$ cat src/core/acrb_defines.svh
// Purpose: offsets, fields, reset values of the converter config bank
// Assumes: 8-bit address and data after serial deserialising
// Notes: offsets, reset values, field positions, toggle words and gain limit live here as macros
// Behaviour
// - format bit selects twos complement or offset
// - slow rate bit selects low speed
// - sleep bit powers down core and buffers
// - pattern field picks output content
// - code 011 drives alternating toggle pattern
// - code 100 drives incrementing 16-bit ramp
// - code 101 drives the user word
// - low user register gives bits 7:0
// - high user register gives bits 15:8
// - port select 00 follows strap pin
// - port select 01 forces DDR LVDS
// - port select 11 forces parallel CMOS
// - reference bit selects internal or external
// - soft reset bit restores all defaults
`ifndef ACRB_DEFINES_SVH
`define ACRB_DEFINES_SVH
`define ACRB_OFS_MODE    8'h63
`define ACRB_OFS_PATT    8'h65
`define ACRB_OFS_GAIN    8'h68
`define ACRB_OFS_USER_LO 8'h69
`define ACRB_OFS_USER_HI 8'h6A
`define ACRB_OFS_PORT    8'h6C
`define ACRB_OFS_VREF    8'h6D
`define ACRB_OFS_SOFT    8'h6E
`define ACRB_OFS_DRIVE   8'h7E
`define ACRB_RST_MODE    8'h00
`define ACRB_RST_PATT    8'h00
`define ACRB_RST_GAIN    8'h09
`define ACRB_RST_USER    8'h00
`define ACRB_RST_PORT    8'h00
`define ACRB_RST_VREF    8'h00
`define ACRB_RST_DRIVE   8'h00
`define ACRB_BIT_SLOW    0
`define ACRB_BIT_FMT     3
`define ACRB_BIT_SLEEP   7
`define ACRB_BIT_VREF    4
`define ACRB_BIT_SOFT    0
`define ACRB_PATT_HI     7
`define ACRB_PATT_LO     5
`define ACRB_PORT_HI     4
`define ACRB_PORT_LO     3
`define ACRB_GAIN_HI     3
`define ACRB_DRIVE_HI    1
`define ACRB_TOGGLE_A    16'hAAAA
`define ACRB_TOGGLE_B    16'h5555
`define ACRB_GAIN_LIMIT  3'h6
`endif

$ cat src/core/acrb_pkg.sv
// Purpose: types of the converter config bank
// Assumes: none
// Notes: codes match the field encodings
package acrb_pkg;
  typedef enum logic [2:0] {
    ACRB_PAT_NORMAL = 3'h0,
    ACRB_PAT_ZEROS  = 3'h1,
    ACRB_PAT_ONES   = 3'h2,
    ACRB_PAT_TOGGLE = 3'h3,
    ACRB_PAT_RAMP   = 3'h4,
    ACRB_PAT_USER   = 3'h5,
    ACRB_PAT_RSVD   = 3'h6,
    ACRB_PAT_UNUSED = 3'h7
  } acrb_pat_t;

  typedef enum logic [1:0] {
    ACRB_PORT_STRAP = 2'h0,
    ACRB_PORT_LVDS  = 2'h1,
    ACRB_PORT_ALT   = 2'h2,
    ACRB_PORT_CMOS  = 2'h3
  } acrb_port_t;

  typedef struct packed {
    logic       sleep;
    logic       low_speed;
    logic       offset_binary;
    logic       ext_ref;
    logic       lvds_mode;
    logic [2:0] gain_db;
    logic [1:0] drive_code;
  } acrb_cfg_t;
endpackage

$ cat src/core/acrb_top.sv
// Purpose: register bank steering converter core and output formatter
// Assumes: serial frames already decoded into byte writes and reads
// Notes: strap high selects LVDS, low selects CMOS
`timescale 1ns/100ps
`include "acrb_defines.svh"

module acrb_top #(
  parameter int DW = 16
) (
  input  wire logic               clk,        // 25 MHz clock
  input  wire logic               rst,        // async reset, high
  input  wire logic               wr_en,      // byte write strobe
  input  wire logic [7:0]         wr_addr,    // write address
  input  wire logic [7:0]         wr_data,    // write data
  input  wire logic               rd_en,      // read strobe
  input  wire logic [7:0]         rd_addr,    // read address
  output logic      [7:0]         rd_data,    // read data, next cycle
  input  wire logic               format_strap_pin, // interface strap
  input  wire logic [DW-1:0]      sample_in,  // twos complement sample
  output logic [DW-1:0]           data_out,   // formatted output word
  output acrb_pkg::acrb_cfg_t     cfg         // decoded settings
);

  // formatter and patterns are written for one word width only
  if (DW != 16) begin : g_bad_width
    $error("acrb_top supports only 16-bit words");
  end

  logic [7:0] mode_reg;
  logic [7:0] patt_reg;
  logic [7:0] gain_reg;
  logic [7:0] user_lo;
  logic [7:0] user_hi;
  logic [7:0] port_reg;
  logic [7:0] vref_reg;
  logic [7:0] drive_reg;
  logic [DW-1:0] ramp;
  logic          toggle_ph;

  // write decode
  wire soft_clr = wr_en && (wr_addr == `ACRB_OFS_SOFT)
                  && wr_data[`ACRB_BIT_SOFT];
  wire wr_mode  = wr_en && (wr_addr == `ACRB_OFS_MODE);
  wire wr_patt  = wr_en && (wr_addr == `ACRB_OFS_PATT);
  wire wr_gain  = wr_en && (wr_addr == `ACRB_OFS_GAIN);
  wire wr_ulo   = wr_en && (wr_addr == `ACRB_OFS_USER_LO);
  wire wr_uhi   = wr_en && (wr_addr == `ACRB_OFS_USER_HI);
  wire wr_port  = wr_en && (wr_addr == `ACRB_OFS_PORT);
  wire wr_vref  = wr_en && (wr_addr == `ACRB_OFS_VREF);
  wire wr_drive = wr_en && (wr_addr == `ACRB_OFS_DRIVE);

  // soft reset wins over any other write; the clear byte itself reads 0
  always_ff @(posedge clk or posedge rst) begin
    if (rst) begin
      mode_reg  <= `ACRB_RST_MODE;
      patt_reg  <= `ACRB_RST_PATT;
      gain_reg  <= `ACRB_RST_GAIN;
      user_lo   <= `ACRB_RST_USER;
      user_hi   <= `ACRB_RST_USER;
      port_reg  <= `ACRB_RST_PORT;
      vref_reg  <= `ACRB_RST_VREF;
      drive_reg <= `ACRB_RST_DRIVE;
    end else if (soft_clr) begin
      mode_reg  <= `ACRB_RST_MODE;
      patt_reg  <= `ACRB_RST_PATT;
      gain_reg  <= `ACRB_RST_GAIN;
      user_lo   <= `ACRB_RST_USER;
      user_hi   <= `ACRB_RST_USER;
      port_reg  <= `ACRB_RST_PORT;
      vref_reg  <= `ACRB_RST_VREF;
      drive_reg <= `ACRB_RST_DRIVE;
    end else begin
      // unused bits are stored as written; host keeps them zero except in the user and drive registers
      if (wr_mode)  mode_reg  <= wr_data;
      if (wr_patt)  patt_reg  <= wr_data;
      if (wr_gain)  gain_reg  <= wr_data;
      if (wr_ulo)   user_lo   <= wr_data;
      if (wr_uhi)   user_hi   <= wr_data;
      if (wr_port)  port_reg  <= wr_data;
      if (wr_vref)  vref_reg  <= wr_data;
      if (wr_drive) drive_reg <= wr_data;
    end
  end

  // read decode
  logic [7:0] rd_mux;
  assign rd_mux =
    (rd_addr == `ACRB_OFS_MODE)    ? mode_reg  :
    (rd_addr == `ACRB_OFS_PATT)    ? patt_reg  :
    (rd_addr == `ACRB_OFS_GAIN)    ? gain_reg  :
    (rd_addr == `ACRB_OFS_USER_LO) ? user_lo   :
    (rd_addr == `ACRB_OFS_USER_HI) ? user_hi   :
    (rd_addr == `ACRB_OFS_PORT)    ? port_reg  :
    (rd_addr == `ACRB_OFS_VREF)    ? vref_reg  :
    (rd_addr == `ACRB_OFS_DRIVE)   ? drive_reg : 8'h00;

  always_ff @(posedge clk or posedge rst) begin
    if (rst) begin
      rd_data <= 8'h00;
    end else if (rd_en) begin
      rd_data <= rd_mux;
    end
  end

  // field decode
  wire acrb_pkg::acrb_pat_t pat_sel =
    acrb_pkg::acrb_pat_t'(patt_reg[`ACRB_PATT_HI:`ACRB_PATT_LO]);
  wire acrb_pkg::acrb_port_t port_sel =
    acrb_pkg::acrb_port_t'(port_reg[`ACRB_PORT_HI:`ACRB_PORT_LO]);
  wire [3:0] gain_code = gain_reg[`ACRB_GAIN_HI:0];
  wire [15:0] user_word = {user_hi, user_lo};

  // code 10 is undefined, treated as strap
  wire next_lvds = (port_sel == acrb_pkg::ACRB_PORT_LVDS) ? 1'b1 :
                   (port_sel == acrb_pkg::ACRB_PORT_CMOS) ? 1'b0 :
                   format_strap_pin;

  // code 1111 saturates at the top step set by code 1110
  wire [2:0] next_gain =
    !gain_code[3]                     ? 3'h1 :
    (gain_code[2:0] > `ACRB_GAIN_LIMIT) ? `ACRB_GAIN_LIMIT :
    gain_code[2:0];

  acrb_pkg::acrb_cfg_t next_cfg;
  always_comb begin
    next_cfg.sleep         = mode_reg[`ACRB_BIT_SLEEP];
    next_cfg.low_speed     = mode_reg[`ACRB_BIT_SLOW];
    next_cfg.offset_binary = mode_reg[`ACRB_BIT_FMT];
    next_cfg.ext_ref       = vref_reg[`ACRB_BIT_VREF];
    next_cfg.lvds_mode     = next_lvds;
    next_cfg.gain_db       = next_gain;
    next_cfg.drive_code    = drive_reg[`ACRB_DRIVE_HI:0];
  end

  always_ff @(posedge clk or posedge rst) begin
    if (rst) begin
      cfg <= '0;
    end else begin
      cfg <= next_cfg;
    end
  end

  // pattern generators run freely so a switch lands mid-sequence
  always_ff @(posedge clk or posedge rst) begin
    if (rst) begin
      ramp      <= '0;
      toggle_ph <= 1'b0;
    end else begin
      ramp      <= ramp + 16'h0001;
      toggle_ph <= ~toggle_ph;
    end
  end

  // offset binary is the twos complement word with sign bit flipped
  wire [DW-1:0] coded = mode_reg[`ACRB_BIT_FMT] ?
    {~sample_in[DW-1], sample_in[DW-2:0]} : sample_in;

  logic [DW-1:0] next_data;
  always_comb begin
    case (pat_sel)
      acrb_pkg::ACRB_PAT_NORMAL: next_data = coded;
      acrb_pkg::ACRB_PAT_ZEROS:  next_data = 16'h0000;
      acrb_pkg::ACRB_PAT_ONES:   next_data = 16'hFFFF;
      acrb_pkg::ACRB_PAT_TOGGLE: next_data = toggle_ph ?
                                   `ACRB_TOGGLE_B : `ACRB_TOGGLE_A;
      acrb_pkg::ACRB_PAT_RAMP:   next_data = ramp;
      acrb_pkg::ACRB_PAT_USER:   next_data = user_word;
      default:                   next_data = 16'h0000;
    endcase
    if (mode_reg[`ACRB_BIT_SLEEP]) begin
      next_data = 16'h0000;
    end
  end

  always_ff @(posedge clk or posedge rst) begin
    if (rst) begin
      data_out <= '0;
    end else begin
      data_out <= next_data;
    end
  end

  // checks
  a_soft_clear: assert property (@(posedge clk) disable iff (rst)
    soft_clr |=> (mode_reg == `ACRB_RST_MODE) && (gain_reg == `ACRB_RST_GAIN)
      && (patt_reg == `ACRB_RST_PATT) && (port_reg == `ACRB_RST_PORT)
      && (user_lo == `ACRB_RST_USER) && (user_hi == `ACRB_RST_USER)
      && (vref_reg == `ACRB_RST_VREF) && (drive_reg == `ACRB_RST_DRIVE))
    else $error("soft reset left a register changed");

  a_ramp_step: assert property (@(posedge clk) disable iff (rst)
    (pat_sel == acrb_pkg::ACRB_PAT_RAMP && !mode_reg[`ACRB_BIT_SLEEP])
      ##1 (pat_sel == acrb_pkg::ACRB_PAT_RAMP && !mode_reg[`ACRB_BIT_SLEEP])
      |=> data_out == $past(data_out) + 16'h0001)
    else $error("ramp did not advance by one");

  // the word before the switch came from the old pattern, so skip it
  a_toggle_alt: assert property (@(posedge clk) disable iff (rst)
    (pat_sel == acrb_pkg::ACRB_PAT_TOGGLE && !mode_reg[`ACRB_BIT_SLEEP])
      |=> (data_out == `ACRB_TOGGLE_A || data_out == `ACRB_TOGGLE_B)
        && (data_out != $past(data_out) || $past(pat_sel, 2)
           != acrb_pkg::ACRB_PAT_TOGGLE))
    else $error("toggle pattern wrong");

  a_user_word: assert property (@(posedge clk) disable iff (rst)
    (pat_sel == acrb_pkg::ACRB_PAT_USER && !mode_reg[`ACRB_BIT_SLEEP])
      |=> data_out == {$past(user_hi), $past(user_lo)})
    else $error("user word not output");

  a_user_lo_wr: assert property (@(posedge clk) disable iff (rst)
    wr_ulo && !soft_clr |=> user_lo == $past(wr_data))
    else $error("low user byte not stored");

  a_user_hi_wr: assert property (@(posedge clk) disable iff (rst)
    wr_uhi && !soft_clr |=> user_hi == $past(wr_data))
    else $error("high user byte not stored");

  a_fixed_patt: assert property (@(posedge clk) disable iff (rst)
    (pat_sel == acrb_pkg::ACRB_PAT_ONES && !mode_reg[`ACRB_BIT_SLEEP])
      |=> data_out == 16'hFFFF)
    else $error("all ones pattern wrong");

  a_normal_fmt: assert property (@(posedge clk) disable iff (rst)
    (pat_sel == acrb_pkg::ACRB_PAT_NORMAL && !mode_reg[`ACRB_BIT_SLEEP])
      |=> data_out[DW-1] == ($past(sample_in[DW-1]) ^ $past(mode_reg[3])))
    else $error("number format wrong");

  a_sleep_out: assert property (@(posedge clk) disable iff (rst)
    mode_reg[`ACRB_BIT_SLEEP] |=> cfg.sleep && data_out == 16'h0000)
    else $error("sleep did not quiet outputs");

  a_strap_port: assert property (@(posedge clk) disable iff (rst)
    port_sel == acrb_pkg::ACRB_PORT_STRAP
      |=> cfg.lvds_mode == $past(format_strap_pin))
    else $error("strap not followed");

  a_forced_port: assert property (@(posedge clk) disable iff (rst)
    (port_sel == acrb_pkg::ACRB_PORT_LVDS |=> cfg.lvds_mode) and
    (port_sel == acrb_pkg::ACRB_PORT_CMOS |=> !cfg.lvds_mode))
    else $error("forced interface ignored");

  a_gain_map: assert property (@(posedge clk) disable iff (rst)
    !gain_code[3] |=> cfg.gain_db == 3'h1)
    else $error("gain default step wrong");

  a_slow_ref: assert property (@(posedge clk) disable iff (rst)
    1'b1 |=> cfg.low_speed == $past(mode_reg[0])
      && cfg.ext_ref == $past(vref_reg[4])
      && cfg.drive_code == $past(drive_reg[1:0]))
    else $error("mode bits not carried");

endmodule

$ cat config.mk
export PLATFORM = sky130hd
export DESIGN_NAME = acrb_top
export DESIGN_NICKNAME = d
export VERILOG_FILES = /design/src/core/acrb_pkg.sv /design/src/core/acrb_top.sv
export VERILOG_INCLUDE_DIRS = /design/src /design/src/core
export SDC_FILE = /design/constraint.sdc
export NUM_CORES = 1
export LEC_CHECK = 0
export BUFFER_PORTS_ARGS = -buffer_cell sky130_fd_sc_hd__buf_2
export CORE_ASPECT_RATIO = 1.1
export CORE_MARGIN = 2
export CORE_UTILIZATION = 52
export DETAILED_ROUTE_END_ITERATION = 8
export GPL_ROUTABILITY_DRIVEN = 0
export PLACE_DENSITY = 0.74
export SYNTH_ARGS = -nofsm -noshare
export SYNTH_HDL_FRONTEND = slang
export SYNTH_SLANG_ARGS = --single-unit
$ cat constraint.sdc
create_clock -name clk -period 4.4 [get_ports clk]
set_clock_uncertainty 0.2 [all_clocks]
set_input_delay 1.1 -clock clk [delete_from_list [all_inputs] [get_ports clk]]
set_output_delay 1.1 -clock clk [all_outputs]
set_load 0.02 [all_outputs]
==> summary.md, run 1 <==
| Metric | Value |
|---|---|
| CTS Root Cell | clkbuf_16 |
| Max_slew headroom | 30.7% |
| Hold Slack | 0.186 ns |
| Fin util | 63.1% |
| Area grow syn2layout | 19.4% |
| Syn_nets | 574 |
| Cell Count Post-Placement | 721 |
| Post-synth EDFFs | 0 |
| Part of the cycle the worst path needs | 67.7% |
| GR Layer Usage met2 | 43.4% |
| First drt pass iteration count | 5 |
| Top FF cell, synth | dfrtp_1 |
| R2R Setup Slk | 2.27 ns |
| Post CTS Setup Buffer Count | 0 |
| HP Class | flop to flop |
| Most frequent cells in the layout | dfrtp_1 (113), buf_2 (78), nor2_1 (65) |
| Initial Util | 52.8% |
| Number of cells on the worst hold path | 0 |
| Met1 Usage GRT | 34.6% |
| Setup CP Type | input pin to flop |
| Final worst slack | 1.42 ns |
| Final Hold Vio Count | 0 |
| Max Fclk | 0.336 GHz |
| CTS max path bufs | 2 |
| CP max stage cell | and3_1 |
| Crit path time final | 2.98 ns |
| Power density over the cells | 429 nW/um^2 |
| Slew Limit Fails | 0 |
| Post-synth cell types | 50 |
| Crit path max fanout | 43 |
| Pin count of the biggest net entering global routing | 52 |
| Reg2Reg Depth | 4 |
| #FFs+latches synth | 115 |
| Worst-Skew Late Latency | 0.41 ns |
| Hpwl dp | 10100 um |
| Measured slew at the worst slew-check pin | 1.03 ns |
| Crit start category | input pin |
| Ys async rst share | 100% |
| PnR Total Power | 2.79 mW |
| FF-to-FF Start | patt_reg[6] |
| Die area | 11300 um^2 |
| Grt total ovfl | 0 |
| H-tree level count | 4 |
| Post-CTS Hold Buffers | 0 |
| Lkg Pwr | 2.96 nW |
| Placed inst area | 5910 um^2 |
| Routed Antenna Nets | 0 |
| Req. time, crit path | 4.47 ns |
| Critical Path End | user_hi[2] |
| CORE AREA | 10300 um^2 |
| Cells after Synth | 528 |
| Vias in the first global route | 4388 |
| Top flop regs | data_out x16, ramp x16, cfg x10 |
| Cts bufs inserted | 17 |
| Die Wd | 102 um |
| Setup repair after global routing missed its margin | false |
| Ratio of cells with drive above 1 in the final layout | 20.0% |
| Place WS | 1.05 ns |
| Mapped Area | 5440 um^2 |
| Post-Layout Cell Count | 753 |
| Largest vdd supply drop | 0.226 mV |
| Post-CTS sizing | 0 |
| Setup crit end kind | flop |
| Port buffer count | 78 |
| Clock slew at reported path FFs | 0.05 ns |
| Layout Nets | 643 |
| Status | completed |
| CP cell instances | buf_2 > and3_1 > nand2b_1 > nor2_4 > buf_4 > nor2_1 |
| Die H | 111 um |
| Mean Syn Cell Area | 10.3 um^2 |
| Num Clock Sinks | 115 |
| Final setup viols | 0 |
| Final wirelength | 14600 um |
| Setup crit start | wr_addr[2] |
| GRT busiest layer | met2 |
| Worst Path Arrival | 3.05 ns |
| Register area share after synthesis | 53.0% |
| Number of vias per cell | 6.05 |
| CTS tree | yes |
| Fin area | 6500 um^2 |
| Average wire per standard cell | 19.3 um |
| Initial antenna violation count | 0 |
| GR Util All Layers | 27.2% |
| Initial drt markers | 436 |
| Commonest non-fill, non-tap cell in the layout | dfrtp_1 |
| Crit-path max cell delay | 0.55 ns |
| ANT cells | 0 |
| Row cnt | 39 |
| Vias | 4556 |
| First-pass GRT wire length | 23300 um |
| DRC | 0 |
| Final setup TNS | 0 ns |
| Met3 usage | 6.24% |
| Max-cap violations | 0 |
| Ports | 79 |
| Yosys warning count | 0 |
| R2R Path End | data_out[5] |
[report_power, final]
part	internal, mW	switching (mW)	leakage, nW
combinational	0.0976	0.174	1.16
sequential	1.12	0.0389	1.51
clock	0.905	0.451	0.291
total	2.13	0.663	2.96
[cells in the mapped netlist, types with 2 or more instances]
cell type / n / area share [%]
xor2_1: 3 / 0.48
nand3b_1: 2 / 0.28
dfrtp_1: 113 / 52
clkbuf_1: 17 / 1.2
nand2_1: 51 / 3.5
buf_2: 13 / 1.2
xnor2_1: 12 / 1.9
nand2b_1: 6 / 0.69
and2_1: 3 / 0.35
a21o_1: 2 / 0.28
a221oi_1: 29 / 4.7
nand4b_1: 3 / 0.48
a21oi_1: 29 / 2.7
o21ai_0: 12 / 1.1
and4_1: 2 / 0.32
nand3_1: 25 / 2.3
o21bai_1: 6 / 0.83
o31ai_1: 7 / 0.97
o221ai_1: 7 / 1.1
mux2i_1: 39 / 7.2
o22ai_1: 3 / 0.35
nor2b_1: 11 / 1.3
and3_1: 5 / 0.58
buf_4: 2 / 0.28
a211oi_1: 9 / 1.2
nor3_2: 3 / 0.55
nor3b_1: 2 / 0.28
dfstp_2: 2 / 0.97
nand4bb_1: 2 / 0.41
or3_1: 2 / 0.23
nand4_1: 2 / 0.23
inv_1: 6 / 0.41
a22o_1: 15 / 2.4
clkinv_1: 2 / 0.14
nor2_1: 66 / 4.6
[layer usage]
layer	up-vias	part of all wire (%)	routed length [um]
li1	2052	-	-
met1	2241	40	5830
met2	219	50	7220
met4	0	4.3	631
met3	44	6.0	878
met5	-	0	0
[worst max-delay path, delay by kind of cell]
family	cells	cell delay, ns
and+or+nand+nor	4	1.28
buffers and inverters	2	0.64
[area by class of cell]
class	count	area, um^2
well taps	143	179
repair buffers	83	428
clock inverters	5	75.1
multi-input cells	372	2390
inverters	8	32.5
clock buffers	27	513
fillers	842	3800
flip-flops and latches	115	2880
[worst min-delay path by stage]
stage                             from      to  slack (ns)
final                     drive_reg[0]  cfg[0]        0.19
after global routing      drive_reg[0]  cfg[0]        0.20
after CTS                 drive_reg[0]  cfg[0]        0.19
after detailed placement  drive_reg[0]  cfg[0]        0.18
after global placement    drive_reg[0]  cfg[0]        0.16
after floorplan           drive_reg[0]  cfg[0]        0.15
[cell families after synthesis]
| group | count (synthesis) | share of synthesized area [%] |
|---|---|---|
| and+or+nand+nor | 193 | 17.6 |
| AOI/OAI and AO/OA | 124 | 16.4 |
| DFF | 115 | 53.0 |
| buffers and inverters | 41 | 3.27 |
| muxes | 39 | 7.18 |
| xor gates and xnor gates | 15 | 2.42 |
| adders and majority gates | 1 | 0.230 |
(Power assumes the default switching activity.)
==> run 2, diff against run 1 <==
--- a/config.mk
+++ b/config.mk
@@ -12,7 +12,7 @@
 export CORE_UTILIZATION = 52
 export DETAILED_ROUTE_END_ITERATION = 8
 export GPL_ROUTABILITY_DRIVEN = 0
-export PLACE_DENSITY = 0.74
+export PLACE_DENSITY = 0.71
 export SYNTH_ARGS = -nofsm -noshare
 export SYNTH_HDL_FRONTEND = slang
 export SYNTH_SLANG_ARGS = --single-unit
==> constraint.sdc (replaced) <==
create_clock -name clk -period 2.85 [get_ports clk]
set_clock_uncertainty 0.2 [all_clocks]
set_input_delay 0.7125 -clock clk [delete_from_list [all_inputs] [get_ports clk]]
set_output_delay 0.7125 -clock clk [all_outputs]
set_load 0.02 [all_outputs]
==> summary.md, run 2 (same netlist as run 1, synthesis figures left out) <==
| Metric | Value |
|---|---|
| Final Hold Vio Count | 0 (unchanged) |
| H-tree level count | 4 (unchanged) |
| Worst-Skew Late Latency | 0.41 ns (about the same) |
| CP Depth | 6 (unchanged) |
| Row cnt | 39 (unchanged) |
| CTS Root Cell | clkbuf_16 |
| Clock slew at reported path FFs | 0.05 ns (about the same) |
| Final setup viols | 0 (unchanged) |
| Num Clock Sinks | 115 (unchanged) |
| Post-CTS Hold Buffers | 0 (unchanged) |
| CP max stage cell | or3_1 |
| ANT cells | 0 (unchanged) |
| CORE AREA | 10300 um^2 (unchanged) |
| Fin area | 6560 um^2 (+1.0%) |
| Grt total ovfl | 0 (unchanged) |
| CTS max path bufs | 2 (unchanged) |
| CP top delay family | simple AND/OR/NAND/NOR gates |
| Routed Antenna Nets | 0 (unchanged) |
| Pin count of the biggest net entering global routing | 61 (+17%) |
| Top flop regs | data_out x16, ramp x16, cfg x10 |
| Setup crit start | rd_addr[4] |
| Crit path max fanout | 9 (-79%) |
| Cts bufs inserted | 17 (unchanged) |
| Vias in the first global route | 4520 (+3.0%) |
| Hpwl dp | 10500 um (+3.1%) |
| Initial drt markers | 339 (-22%) |
| Cell Count Post-Placement | 733 (+1.7%) |
| Die area | 11300 um^2 (unchanged) |
| Die H | 111 um (unchanged) |
| Measured slew at the worst slew-check pin | 1.02 ns (-0.0121 ns) |
| Post CTS Setup Buffer Count | 0 (unchanged) |
| Crit path time final | 2.17 ns |
| FILL cells | 869 (+3.2%) |
| GR Util All Layers | 27.7% (+0.49 points) |
| Post-CTS sizing | 0 (unchanged) |
| Final wirelength | 14900 um (+2.4%) |
| Ratio of cells with drive above 1 in the final layout | 21.4% (+1.4 points) |
| Power density over the cells | 626 nW/um^2 (+46%) |
| Max-cap violations | 0 (unchanged) |
| Number of vias per cell | 5.95 (-1.6%) |
| Buf/Inv on CP | 1 (-1) |
| Initial Util | 52.8% (unchanged) |
| Setup crit end kind | flop |
| Setup repair after global routing missed its margin | false |
| Die Wd | 102 um (unchanged) |
| Max Fclk | 0.462 GHz |
| Reg2Reg Depth | 4 (unchanged) |
| Lkg Pwr | 3.00 nW (+1.1%) |
| CP cell instances | buf_2 > and4bb_2 > nand2_4 > or3_1 > a211o_1 > a31o_1 |
| Average wire per standard cell | 19.5 um (+0.80%) |
| R2R Setup Slk | 0.71 ns (-1.56 ns) |
| DRC | 0 (unchanged) |
| Part of the cycle the worst path needs | 76.0% |
| Port buffer count | 78 (unchanged) |
| CTS tree | yes |
| First drt pass iteration count | 5 (unchanged) |
| Ports | 79 (unchanged) |
| Fin util | 63.7% (+0.63 points) |
| Area grow syn2layout | 20.6% |
| Max_slew headroom | 31.4% (+0.72 points) |
| Layout Nets | 655 (+1.9%) |
| Most frequent cells in the layout | dfrtp_1 (113), buf_2 (78), nor2_1 (65) |
| Final setup TNS | 0 ns (unchanged) |
| Req. time, crit path | 2.94 ns (-1.53 ns) |
| Slew Limit Fails | 0 (unchanged) |
| Critical Path End | rd_data[0] |
| Crit start category | input pin |
| R2R Path End | data_out[2] |
| FF-to-FF Start | patt_reg[6] |
| Largest vdd supply drop | 0.337 mV (+49%) |
| First-pass GRT wire length | 23600 um (+1.3%) |
| Placed inst area | 6040 um^2 (+2.2%) |
| Worst Path Arrival | 2.25 ns (-0.80 ns) |
| Status | completed |
| Commonest non-fill, non-tap cell in the layout | dfrtp_1 |
| Post-Layout Cell Count | 765 (+1.6%) |
| PnR Total Power | 4.11 mW (+47%) |
| Crit-path max cell delay | 0.44 ns (-0.11 ns) |
| Setup CP Type | input pin to flop |
| HP Class | input pin to asynchronous set/reset pin |
| Initial antenna violation count | 0 (unchanged) |
| Vias | 4553 (-0.066%) |
[run 2: how the worst min path moves through the flow]
stage / start / end / depth (start not counted)
final: rst / cfg[1] / 2
after global placement: drive_reg[0] / cfg[0] / 0
after global routing: rst / cfg[1] / 2
after floorplan: drive_reg[0] / cfg[0] / 0
after detailed placement: drive_reg[0] / cfg[0] / 0
after CTS: rst / cfg[1] / 2
[run 2: per-stage QoR]
step	setup WS, ns	hold slack (ns)
finish	0.685	0.153
global route	0.546	0.192
CTS	0.706	0.159
detailed placement	0.285	0.161
global placement	0.342	0.167
floorplan	0.517	0.154
[run 2: cell type report]
| cell class | instances | area [um^2] | area share, % |
|---|---|---|---|
| sequential | 115 | 2880 | 43.9 |
| multi-input combinational | 372 | 2390 | 36.4 |
| timing repair buffer | 95 | 556 | 8.47 |
| clock buffer | 26 | 489 | 7.46 |
| tap | 143 | 179 | 2.73 |
| clock inverter | 6 | 35.0 | 0.534 |
| inverter | 8 | 33.8 | 0.515 |
[run 2: routing by layer]
layer | routed length [um] | GRT usage [%] | share of wire [%]
met1 | 6030 | 34.6 | 40
met2 | 7570 | 45.0 | 51
met3 | 821 | 6.75 | 5.5
met4 | 485 | 12.3 | 3.3
met5 | 0 | 0 | 0
[run 2: report_power, final]
| part | total, mW | internal, mW | switching (mW) | leakage, nW |
|---|---|---|---|---|
| combinational | 0.430 | 0.157 | 0.273 | 1.23 |
| sequential | 1.80 | 1.73 | 0.0650 | 1.51 |
| clock | 1.88 | 1.17 | 0.709 | 0.254 |
| total | 4.11 | 3.06 | 1.05 | 3.00 |
==> run 3, diff against run 2 <==
--- a/config.mk
+++ b/config.mk
@@ -12,7 +12,7 @@
 export CORE_UTILIZATION = 52
 export DETAILED_ROUTE_END_ITERATION = 8
 export GPL_ROUTABILITY_DRIVEN = 0
-export PLACE_DENSITY = 0.71
+export PLACE_DENSITY = 0.74
 export SYNTH_ARGS = -nofsm -noshare
 export SYNTH_HDL_FRONTEND = slang
 export SYNTH_SLANG_ARGS = --single-unit
==> constraint.sdc (replaced) <==
create_clock -name clk -period 1.9 [get_ports clk]
set_clock_uncertainty 0.2 [all_clocks]
set_input_delay 0.475 -clock clk [delete_from_list [all_inputs] [get_ports clk]]
set_output_delay 0.475 -clock clk [all_outputs]
set_load 0.02 [all_outputs]
==> summary.md, run 3 (same netlist as run 1, synthesis figures left out) <==
| Metric | Value |
|---|---|
| CP cell instances | buf_2 > and4bb_2 > nand2_4 > buf_4 > nor2_1 > buf_4 > a221oi_1 > buf_4 > o31ai_1 |
| GR Util All Layers | 28.5% (+0.84 points) |
| Status | finished with violations |
| Ports | 79 (unchanged) |
| Measured slew at the worst slew-check pin | 0.595 ns (-0.427 ns) |
| Routed Antenna Nets | 0 (unchanged) |
| Cts bufs inserted | 17 (unchanged) |
| Setup crit end kind | flop |
| H-tree level count | 4 (unchanged) |
| GRT busiest layer | met2 |
| CP most frequent cell | buf_4 |
| Crit path max fanout | 8 (-1) |
| CP max stage cell | a221oi_1 |
| Met1 Usage GRT | 35.3% (+0.68 points) |
| Crit path time final | 1.77 ns |
| Met3 usage | 7.25% (+0.50 points) |
| Most frequent cells in the layout | dfrtp_1 (113), buf_2 (78), nor2_1 (63) |
| PnR Total Power | 6.73 mW (+64%) |
| Initial drt markers | 387 (+14%) |
| Worst Path Arrival | 1.86 ns (-0.39 ns) |
| CTS Root Cell | clkbuf_16 |
| Ratio of cells with drive above 1 in the final layout | 27.5% (+6.1 points) |
| HP Class | input pin to asynchronous set/reset pin |
| Place WS | -0.365 ns (-0.650 ns) |
| Num Clock Sinks | 115 (unchanged) |
| Average wire per standard cell | 18.8 um (-3.7%) |
| Power density over the cells | 959 nW/um^2 (+53%) |
| Grt total ovfl | 0 (unchanged) |
| CORE AREA | 10300 um^2 (unchanged) |
| Largest vdd supply drop | 0.456 mV (+35%) |
| Max-cap violations | 0 (unchanged) |
| DRC | 0 (unchanged) |
| CP top delay family | buffers and inverters |
| Layout Nets | 692 (+5.6%) |
| CTS tree | yes |
| Max Fclk | 0.565 GHz |
| Initial Util | 52.8% (unchanged) |
| Vias | 4719 (+3.6%) |
| Die H | 111 um (unchanged) |
| Final wirelength | 15000 um (+0.97%) |
| Slew Limit Fails | 0 (unchanged) |
| Req. time, crit path | 1.99 ns (-0.95 ns) |
| Number of vias per cell | 5.88 (-1.1%) |
| Worst-Skew Late Latency | 0.42 ns (about the same) |
| Top flop regs | data_out x16, ramp x16, cfg x10 |
| Setup repair after global routing missed its margin | false |
| First drt pass iteration count | 5 (unchanged) |
| CTS max path bufs | 2 (unchanged) |
| Pin count of the biggest net entering global routing | 81 (+33%) |
| Placed inst area | 6360 um^2 (+5.4%) |
| Part of the cycle the worst path needs | 93.2% |
| Final Hold Vio Count | 8 (+8) |
| Post-CTS Hold Buffers | 0 (unchanged) |
| ANT cells | 0 (unchanged) |
| Crit-path max cell delay | 0.37 ns (-0.07 ns) |
| Die Wd | 102 um (unchanged) |
| Post CTS Setup Buffer Count | 0 (unchanged) |
| Clock slew at reported path FFs | 0.05 ns (about the same) |
| Hpwl dp | 10700 um (+2.1%) |
| Commonest non-fill, non-tap cell in the layout | dfrtp_1 |
| Post-CTS sizing | 1 (+1) |
| Crit start category | input pin |
| Final setup viols | 0 (unchanged) |
| Fin area | 7010 um^2 (+6.9%) |
| Fin util | 68.1% (+4.4 points) |
| Max_slew headroom | 60.3% (+29 points) |
| Final worst slack | 0.129 ns (-0.556 ns) |
| Vias in the first global route | 4793 (+6.0%) |
| Area grow syn2layout | 29.0% |
| Buf/Inv on CP | 4 (+3) |
| Setup CP Type | input pin to flop |
| Die area | 11300 um^2 (unchanged) |
| Lkg Pwr | 3.24 nW (+8.2%) |
| GR Layer Usage met2 | 44.7% (-0.26 points) |
| Port buffer count | 78 (unchanged) |
| First-pass GRT wire length | 24300 um (+3.1%) |
| Failing checks | hold timing |
| Row cnt | 39 (unchanged) |
| Initial antenna violation count | 0 (unchanged) |
| Hold Slack | -0.0191 ns (-0.172 ns) |
## run 3: cell count changes in the layout (fill, tap and decap cells not counted), moves of 2 or more
| cell | before | now |
|---|---|---|
| clkbuf_8 | 3 | 6 |
| clkinv_2 | 4 | 1 |
| buf_4 | 14 | 49 |
| bufinv_16 | 0 | 3 |
| buf_12 | 3 | 5 |
| nor2_2 | 0 | 2 |
| nor2_1 | 65 | 63 |
| clkbuf_1 | 6 | 2 |
## run 3: final cells by class
type                    instances  area, um^2
clock buffers                  25         515
clock inverters                 7         119
fillers                       819        3280
inverters                       8        33.8
multi-input cells             372        2430
flip-flops and latches        115        2880
well taps                     143         179
repair buffers                132         858
## run 3: power breakdown
part	total, mW	switching (mW)	leakage, nW	internal, mW
Clock	3.34	1.08	0.306	2.27
Combinational	0.685	0.416	1.43	0.269
Sequential	2.70	0.0970	1.51	2.60
## run 3: worst paths after layout
check / from / to / slack (ns) / depth (start not counted)
max in group asynchronous: rst / gain_reg[3] / 1.16 / 3
min in group clk: format_strap_pin / cfg[5] / 0.10 / 3
setup / recovery: rd_addr[6] / rd_data[6] / 0.13 / 9
hold / removal: rst / mode_reg[3] / -0.02 / 3
hold reg to reg: drive_reg[0] / cfg[0] / 0.21 / 0
setup reg to reg: ramp[2] / ramp[13] / 0.17 / 5
## run 3: worst min-delay path, cell delays in order
cell        delay, ns
buf_2            0.11
clkinvlp_4       0.08
buf_12           0.35
## run 3: routing by layer
layer / vias up / part of all wire, % / wire (um)
li1: 2152 / - / -
met1: 2287 / 39 / 5850
met2: 221 / 50 / 7460
met3: 59 / 6.3 / 945
met4: 0 / 5.3 / 796
met5: - / 0 / 0
## run 3: through the flow
stage | hold slack [ns] | TNS, ns | cells
2_1_floorplan | 0.154 | -20.49 | 528
3_3_place_gp | 0.190 | -7.82 | 770
3_5_place_dp | 0.202 | -10.98 | 770
4_1_cts | 0.00449 | 0 | 802
5_1_grt | 0.0255 | 0 | 802
6_report | -0.0191 | 0 | 802
